$ cat config.mk
export PLATFORM = sky130hd
export DESIGN_NAME = fwlg_guard
export DESIGN_NICKNAME = d
export VERILOG_FILES = /design/src/logic/fwlg_pkg.sv /design/src/logic/fwlg_guard.sv /design/src/logic/fwlg_page_check.sv
export SDC_FILE = /design/constraint.sdc
export NUM_CORES = 1
export LEC_CHECK = 0
export CORE_MARGIN = 2
export CORE_UTILIZATION = 60
export CTS_CLUSTER_SIZE = 25
export DETAILED_ROUTE_END_ITERATION = 7
export DONT_BUFFER_PORTS = 1
export GPL_TIMING_DRIVEN = 0
export PLACE_DENSITY = 0.76
export SETUP_SLACK_MARGIN = 0.4
export SLEW_MARGIN = 10
export SYNTH_ARGS = -nofsm -noshare
export SYNTH_HDL_FRONTEND = slang
export SYNTH_HIERARCHICAL = 1
export SYNTH_SLANG_ARGS = --single-unit
$ cat constraint.sdc
create_clock -name mclk -period 5.95 [get_ports mclk]
set_input_delay 1.19 -clock mclk [delete_from_list [all_inputs] [get_ports mclk]]
set_output_delay 1.19 -clock mclk [all_outputs]
set_load 0.01 [all_outputs]
$ cat src/logic/fwlg_pkg.sv
// Package of constants for the flash write lock guard.
// Notes on behaviour
// - Data writes store flash; code reads return flash.
// - Data-space reads always go to external RAM.
// - Writes ignored unless write enable is set; debug writes go ahead without it.
// - Erase needs both write and erase enables; debug erase needs neither.
// - Last user byte is lock; guards protected pages.
// - Locked page count is complement of lock byte.
// - Lock byte page locked when any bit zero.
package fwlg_pkg;

  // ----------------------------------------------------------------
  // Geometry and timing
  // ----------------------------------------------------------------
  localparam int ADDR_W = 13;
  localparam int PAGE_BYTES = 512;
  localparam int PAGE_SHIFT = 9;
  localparam logic [12:0] FLASH_BYTES = 13'h1E00;
  localparam logic [7:0] LOCK_ERASED = 8'hFF;
  localparam logic [7:0] DATA_RESET = 8'h00;
  localparam logic [1:0] SYNC_RESET = 2'h0;

  // Sequencer states for the lock byte fetch after reset.
  typedef enum logic [1:0] {FWLG_FETCH, FWLG_WAIT, FWLG_RUN} fwlg_state_type;

endpackage : fwlg_pkg
$ cat src/logic/fwlg_guard.sv
// Top of the flash write lock guard between core, debug port and array.
`timescale 1ns/10ps
module fwlg_guard #(
  parameter int ADDR_W = fwlg_pkg::ADDR_W,
  parameter logic [12:0] FLASH_BYTES = fwlg_pkg::FLASH_BYTES
) (
  input wire logic mclk, // System clock, 125 MHz.
  input wire logic rst_n, // Synchronous reset, active low.
  input wire logic program_store_write_enable, // Software write enable bit.
  input wire logic program_store_erase_enable, // Software erase enable bit.
  input wire logic code_protected, // Requester runs from a locked page.
  input wire logic xdata_wr, // Data-space write strobe from the core.
  input wire logic xdata_rd, // Data-space read strobe from the core.
  input wire logic code_rd, // Code-space read strobe from the core.
  input wire logic [ADDR_W-1:0] core_addr, // Core address.
  input wire logic [7:0] core_wdata, // Core write data.
  input wire logic dbg_rd, // Debug read strobe.
  input wire logic dbg_wr, // Debug write strobe.
  input wire logic dbg_erase, // Debug page erase strobe.
  input wire logic [ADDR_W-1:0] dbg_addr, // Debug address.
  input wire logic [7:0] dbg_wdata, // Debug write data.
  input wire logic [7:0] flash_rdata, // Array read data, valid while flash_rd is high.
  output logic flash_rd, // Array read strobe.
  output logic flash_wr, // Array byte write strobe.
  output logic flash_erase, // Array page erase strobe.
  output logic [ADDR_W-1:0] flash_addr, // Array address.
  output logic [7:0] flash_wdata, // Array write data.
  output logic external_data_ram_rd, // External data RAM read strobe.
  output logic [ADDR_W-1:0] external_data_ram_addr, // External data RAM address.
  output logic blocked, // Pulse when an access to a locked page was refused.
  output logic ready, // High once the lock byte is loaded.
  output logic [7:0] lock_reg_out // Lock byte in force.
);

  fwlg_pkg::fwlg_state_type state_reg, state_next;
  logic [7:0] lock_reg, lock_next;
  logic frd_reg, frd_next, fwr_reg, fwr_next, fer_reg, fer_next;
  logic xrd_reg, xrd_next, blk_reg, blk_next;
  logic rdy_reg, rdy_next;
  logic [ADDR_W-1:0] fa_reg, fa_next, xa_reg, xa_next;
  logic [7:0] fd_reg, fd_next;
  logic core_lk, dbg_lk, core_wr_is_erase;

  // ----------------------------------------------------------------
  // Lock decisions
  // ----------------------------------------------------------------
  // Two checkers so the core and debug paths are judged in the same cycle.
  fwlg_page_check #(.ADDR_W(ADDR_W), .FLASH_BYTES(FLASH_BYTES)) u_core_chk (
    .lock_byte(lock_reg),
    .addr(core_addr),
    .locked(core_lk)
  );
  fwlg_page_check #(.ADDR_W(ADDR_W), .FLASH_BYTES(FLASH_BYTES)) u_dbg_chk (
    .lock_byte(lock_reg),
    .addr(dbg_addr),
    .locked(dbg_lk)
  );

  // With erase enable also set, a data-space write erases the page.
  assign core_wr_is_erase = program_store_erase_enable;

  // ----------------------------------------------------------------
  // Next state
  // ----------------------------------------------------------------
  // Core has priority over debug; one array operation per cycle.
  always_comb
  begin
    state_next = state_reg;
    lock_next = lock_reg;
    frd_next = 1'b0;
    fwr_next = 1'b0;
    fer_next = 1'b0;
    xrd_next = 1'b0;
    blk_next = 1'b0;
    rdy_next = rdy_reg;
    fa_next = fa_reg;
    xa_next = xa_reg;
    fd_next = fd_reg;
    unique case (state_reg)
      fwlg_pkg::FWLG_FETCH:
      begin
        frd_next = 1'b1;
        fa_next = ADDR_W'(FLASH_BYTES - 13'h0001);
        state_next = fwlg_pkg::FWLG_WAIT;
      end
      fwlg_pkg::FWLG_WAIT:
      begin
        lock_next = flash_rdata;
        rdy_next = 1'b1;
        state_next = fwlg_pkg::FWLG_RUN;
      end
      fwlg_pkg::FWLG_RUN:
      begin
        if (xdata_rd)
        begin
          xrd_next = 1'b1;
          xa_next = core_addr;
        end
        if (xdata_wr)
        begin
          if (!program_store_write_enable)
          begin
            blk_next = 1'b0;
          end
          else if (core_lk && !code_protected)
          begin
            blk_next = 1'b1;
          end
          else
          begin
            fwr_next = !core_wr_is_erase;
            fer_next = core_wr_is_erase;
            fa_next = core_addr;
            fd_next = core_wdata;
          end
        end
        else if (code_rd)
        begin
          if (core_lk && !code_protected)
          begin
            blk_next = 1'b1;
          end
          else
          begin
            frd_next = 1'b1;
            fa_next = core_addr;
          end
        end
        else if (dbg_rd || dbg_wr || dbg_erase)
        begin
          if (dbg_lk)
          begin
            blk_next = 1'b1;
          end
          else
          begin
            frd_next = dbg_rd;
            fwr_next = dbg_wr && !dbg_rd;
            fer_next = dbg_erase && !dbg_rd && !dbg_wr;
            fa_next = dbg_addr;
            fd_next = dbg_wdata;
          end
        end
      end
    endcase
  end

  // ----------------------------------------------------------------
  // Registers
  // ----------------------------------------------------------------
  // Lock resets to all ones only until the fetch completes.
  always_ff @(posedge mclk)
  begin
    if (!rst_n)
    begin
      state_reg <= fwlg_pkg::FWLG_FETCH;
      lock_reg <= fwlg_pkg::LOCK_ERASED;
      frd_reg <= 1'b0;
      fwr_reg <= 1'b0;
      fer_reg <= 1'b0;
      xrd_reg <= 1'b0;
      blk_reg <= 1'b0;
      rdy_reg <= 1'b0;
      fa_reg <= '0;
      xa_reg <= '0;
      fd_reg <= fwlg_pkg::DATA_RESET;
    end
    else
    begin
      state_reg <= state_next;
      lock_reg <= lock_next;
      frd_reg <= frd_next;
      fwr_reg <= fwr_next;
      fer_reg <= fer_next;
      xrd_reg <= xrd_next;
      blk_reg <= blk_next;
      rdy_reg <= rdy_next;
      fa_reg <= fa_next;
      xa_reg <= xa_next;
      fd_reg <= fd_next;
    end
  end

  // Outputs come straight from the registers.
  assign flash_rd = frd_reg;
  assign flash_wr = fwr_reg;
  assign flash_erase = fer_reg;
  assign flash_addr = fa_reg;
  assign flash_wdata = fd_reg;
  assign external_data_ram_rd = xrd_reg;
  assign external_data_ram_addr = xa_reg;
  assign blocked = blk_reg;
  assign ready = rdy_reg;
  assign lock_reg_out = lock_reg;
endmodule : fwlg_guard

$ cat src/logic/fwlg_page_check.sv
// Page lock decision for one flash address.
`timescale 1ns/10ps
module fwlg_page_check #(
  parameter int ADDR_W = fwlg_pkg::ADDR_W,
  parameter logic [12:0] FLASH_BYTES = fwlg_pkg::FLASH_BYTES
) (
  input wire logic [7:0] lock_byte, // Lock byte value in force.
  input wire logic [ADDR_W-1:0] addr, // Address to classify.
  output logic locked // High when the address sits in a locked page.
);

  logic [7:0] page_count;
  logic [7:0] page_index;
  logic [7:0] lock_page;

  // ----------------------------------------------------------------
  // Page classification
  // ----------------------------------------------------------------
  // Pages below the count are locked, and the lock byte page too unless the byte is erased.
  always_comb
  begin
    page_count = ~lock_byte;
    page_index = 8'(addr >> fwlg_pkg::PAGE_SHIFT);
    lock_page = 8'((FLASH_BYTES - 13'h0001) >> fwlg_pkg::PAGE_SHIFT);
    locked = (page_index < page_count) ||
             ((page_index == lock_page) && (lock_byte != fwlg_pkg::LOCK_ERASED));
  end

endmodule : fwlg_page_check

; Word level (Yosys, flattened, before mapping)
; Cells that the tools add are included.
[totals]
reg_bits = 50
inputBits = 61
[op_classes]
n_lt_le_gt_ge = 2
eq_ne = 12
n_mux = 39
n_bitwise = 1
reduce_logical = 22
[ops]
columns = op, n
row1 = two-way mux 13 bit, 6
row2 = two-way mux 8 bit, 6
row3 = one-hot mux 13 bit (2 select lines), 1
row4 = two-way mux 1 bit, 24
row5 = less-than comparator 4 x 8 -> 1 bit, 2
row6 = "== test 4 bit, second input constant", 2
row7 = "inequality test 2 bit, second input constant", 4
row8 = "inequality test 4 bit, second input constant", 2
row9 = "inequality test 8 bit, second input constant", 1
row10 = NOT 8 bit, 1
row11 = logical AND 1 bit, 6
row12 = AND reduction 6 bit, 1
row13 = nonzero test 2 bit, 3
row14 = zero test 1 bit, 4
row15 = logical OR 1 bit, 4
row16 = one-hot mux 2 bit (2 select lines), 1
row17 = AND reduction 2 bit, 2
row18 = AND reduction 4 bit, 1
row19 = "inequality test 3 bit, second input constant", 1
row20 = "== test 2 x 1 -> 1 bit, second input constant", 1
row21 = "== test 2 bit, second input constant", 1
row22 = zero test 2 bit, 1
row23 = one-hot mux 1 bit (2 select lines), 1

; Logic depth before layout (Yosys ltp)
[logic_depth]
ltp_word = 8
depth_mapped = 10
mapped_depth_nobuf = 8

; Cells and area by module
; Netlist, hierarchy kept.
[modules_own_cells]
columns = mod, n_inst, cells_per_inst, area_per_inst_um2, seq_area_each_um2
row1 = fwlg_guard, 1, 267, 2220.9, 1001.0
row2 = fwlg_page_check, 2, 10, 91.3, 0.0

; Worst setup path after synthesis
; No wires, ideal clock.
[synth_path]
path_kind = input-to-reg
start = input dbg_addr[11]
end = register fa_reg[0], in the netlist flash_addr[0]
setup_ns = 0.072
arrival_ns = 3.082
setup_slack_ns = 2.796
path_stages = 8
n_path_buf = 1
cell_sequence = ha_1 o211a_1 a2111oi_0 or4_1 o311ai_0 and2b_1 buf_2 a2bb2oi_1
[synth_between]
elab_chain_len = 5
[synth_lines]
columns = element, line
row1 = from (decl), fwlg_guard.sv:20  ; input wire logic [ADDR_W-1:0] dbg_addr,
row2 = branches (longest 2 deep; another with less-than comparator 4 x 8 -> 1 bit), --
row3 = logical OR 1 bit (*), fwlg_page_check.sv:25  ; locked = (page_index < page_count) ||
row4 = named net dbg_lk, fwlg_guard.sv:42  ; logic core_lk, dbg_lk, core_wr_is_erase;
row5 = inequality test 4 bit (no line) (*), --
row6 = AND reduction 4 bit (no line) (*), --
row7 = to (signal assigned), fwlg_guard.sv:178  ; fa_reg <= fa_next;
row8 = to (decl), fwlg_guard.sv:40  ; logic [ADDR_W-1:0] fa_reg, fa_next, xa_reg, xa_next;
; Mark *: on every way through the listed nets, which the timed path passes.
; A chain may end at the register's enable or synchronous reset.

; Worst setup path after layout
[layout_path]
start = input core_addr[10]
end = register fa_reg[11], in the netlist flash_addr[11]
[layout_between]
elab_chain_len = 8
[layout_lines]
columns = element, line
row1 = from (decl), fwlg_guard.sv:15  ; input wire logic [ADDR_W-1:0] core_addr,
row2 = branches (longest 2 deep; another with less-than comparator 4 x 8 -> 1 bit), --
row3 = logical OR 1 bit (*), fwlg_page_check.sv:25
row4 = named net core_lk, fwlg_guard.sv:42
row5 = logical AND 1 bit (*), "fwlg_guard.sv:105, fwlg_guard.sv:119"
row6 = two-way mux 13 bit (*), --
row7 = "two-way mux 13 bit, on equally long branches", --
row8 = two-way mux 13 bit (*), --
row9 = one-hot mux 13 bit (2 select lines) (*), --
; Mark *: on every way through the listed nets, which the timed path passes. The select of a mux whose other input is x is not followed.

==> flow_summary.json <==
{
  "routabilityCongestion": 0.747,
  "hold_path_end": "external_data_ram_addr[6]",
  "post_cts_buffers": 0,
  "io-pin-count": 109,
  "postCtsHoldBufs": 0,
  "first_pass_iters": 4,
  "drc": 0,
  "cts_buffers": 5,
  "grt_start_max_net_pins": 15,
  "ant_nets": 0,
  "synth_top_family_by_area": "compound AO/OA/AOI/OAI gates",
  "cts.htree.levels": 2,
  "rsz0062_at_grt": "false",
  "fin_hold_ws_ns": 0.503,
  "cts.sinks": 50,
  "synth-compound-area-share_pct": 23.9,
  "synth_area_leader_cell": "dfxtp_1",
  "relSlewSlack_pct": 54.9,
  "hold_depth": 2,
  "grt_overflow_total": 0,
  "worstReg2RegEnd": "flash_addr[11]",
  "start_util_pct": 61.4,
  "synth_nets": 354,
  "synth_commonest_cells": "nand2_1 (69), dfxtp_1 (50), nor2_1 (25), a21oi_1 (24)",
  "synthArstFlopShare_pct": 0,
  "syn_area_per_cell_um2": 8.37,
  "post_drt_wl_per_cell_um": 17.9,
  "place_area_um2": 2470,
  "synth_ff_type": "dfxtp_1",
  "path_clk_slew_ns": 0.08,
  "worstPathMaxFanout": 10,
  "drt-vias-per-instance": 6.21,
  "cts.repair.resized": 0,
  "cts_tree": "built",
  "wl_um": 6180,
  "vdd_drop_max_v": 0.000129,
  "crit_slowest_cell": "buf_1",
  "yosysMostFrequentCell": "nand2_1",
  "skew_ns": 0.00311,
  "fin_crit_sh_pct": 54.8,
  "maxCapViolCount": 0,
  "die_w_um": 67.3,
  "cp.required_ns": 6.18,
  "synth_seq_area_share_pct": 41.6,
  "dp.cells": 337,
  "tightest_slew_ns": 0.676,
  "status": "finished clean",
  "diodes": 0,
  "postSynthCellCount": 287,
  "grt_first_pass_wirelength_um": 9720,
  "cts_buffer_depth": 2,
  "fillers": 378,
  "r2r_start": "lock_reg_out[2]",
  "tns_ns": 0,
  "synthMuxAreaShare_pct": 3.75,
  "cp.arrival_ns": 3.49,
  "grt_use_total_pct": 28.5,
  "row_count": 23,
  "slew_violations": 0,
  "worst-r2r-setup-slack_ns": 3.05,
  "synth_fa_ha_area_share_pct": 3.12,
  "final_layout_size_suffix_gt1_share_pct": 5.76,
  "crit_path_max_incr_delay_ns": 0.42,
  "crit_type": "input pin to flop",
  "grt_pass1_vias": 2018,
  "synth_edf_count": 0,
  "fmax_ghz": 0.307,
  "core_area_um2": 3910,
  "yosysWarnings": 6,
  "area_growth_syn_to_layout_pct": 6.40,
  "synth_area_um2": 2400,
  "finalCriticalPeriod_ns": 3.26,
  "vias": 2144,
  "clk_latency_ns": 0.30,
  "nNetsFinal": 361,
  "synthTopCellsByArea": "dfxtp_1 (42%), nand2_1 (11%), a21oi_1 (5.0%), a311o_1 (5.0%), a2bb2oi_1 (4.4%)",
  "powerDensity_nw_per_um2": 306,
  "die_area_um2": 4530,
  "crit_path_start_kind": "input pin",
  "setup-violations-final": 0,
  "design_area_um2": 2560,
  "dpl.hpwl_um": 4580,
  "ys_seq_elements": 50,
  "yosys.area_share.xor_xnor_pct": 0,
  "report.power.total_mw": 0.783,
  "worstHoldStart": "external_data_ram_addr[6]",
  "cts_root_buf": "clkbuf_8",
  "final_cells": 345,
  "grt_antenna_before_repair": 0,
  "hold_path.class": "flop to flop",
  "power.leakage_nw": 0.983,
  "endpoint_kind": "flop",
  "io_buffers": 0,
  "synth.distinct_cells": 40,
  "hold_viol": 0,
  "crit_chain": "ha_1, o211a_1, a2111oi_0, or4_1, nor2b_1, buf_2, buf_1, nand2_1, a311o_1, a2bb2oi_1",
  "drtIter0Drc": 146,
  "reg2reg_depth": 10,
  "synth_top_area_share_pct": 41.6,
  "synth-simple-area-share_pct": 22.9,
  "fp.dieH_um": 67.3
}
cell type report:
class                      instances  area, um^2  share of cell area [%]
multi-input combinational        214        1290                    50.4
sequential                        50        1000                    39.1
buffer                            21         105                    4.11
clock buffer                       7        86.3                    3.38
tap                               50        62.6                    2.45
inverter                           2        7.51                   0.294
clock inverter                     1        5.00                   0.196
where the power goes:
group          switching [mW]  leakage (nW)  internal (mW)
clock network           0.110        0.0482         0.0940
registers              0.0492         0.411          0.369
logic                  0.0889         0.523         0.0721
total                   0.248         0.983          0.535
layout by cell type, fill, tap and decap left out, drive strengths merged, types with 2 or more instances in the layout:
master and count:
and2 2, a2111oi 2, dfxtp 50, nand2b 4, buf 9, nand4 2, nor3 5, a211oi 9
or4 2, mux2i 9, nor2 25, a2bb2oi 12, clkbuf 19, o211a 2, a21oi 24, ha 6
nand2 69, a41oi 2, a311o 12, inv 2, nand4b 2, nor2b 4, nand3 8
how the worst max path moves through the flow:
stage             startpoint             end  slack, ns  cells after the start
6_report       core_addr[10]  flash_addr[11]       2.69                     10
2_1_floorplan   dbg_addr[11]   flash_addr[0]       2.80                      8
5_1_grt        core_addr[10]  flash_addr[11]       2.48                     10
4_1_cts        core_addr[10]  flash_addr[10]       2.71                     10
3_3_place_gp   core_addr[11]  flash_addr[10]       2.49                     10
3_5_place_dp   core_addr[11]  flash_addr[11]       2.42                     10
cell families after synthesis:
logic type / Yosys count
adders and majority gates: 6
buffers and inverters: 23
and+or+nand+nor: 126
AOI/OAI and AO/OA: 73
DFF: 50
muxes: 9
metrics by stage:
stage,setup slack (ns),utilization [%]
CTS,2.71,65.3
finish,2.69,65.3
global route,2.48,65.3
detailed placement,2.42,63.0
global placement,2.49,63.0
floorplan,2.80,-
routing by layer:
metal	track usage, %	up-vias	wire length (um)
met5	0	-	0
met3	9.83	9	595
met1	37.1	1003	2580
li1	-	1043	-
met2	44.6	89	2920
met4	8.67	0	76
critical path: cells and delay by family:
kind / cells / cell delay [ns]
adder cells (fa/ha/maj): 1 / 0.26
buffers and inverters: 2 / 0.66
AND/OR/NAND/NOR: 3 / 0.42
AO/OA/AOI/OAI: 4 / 0.96
Power figures use the tool's default switching activity.
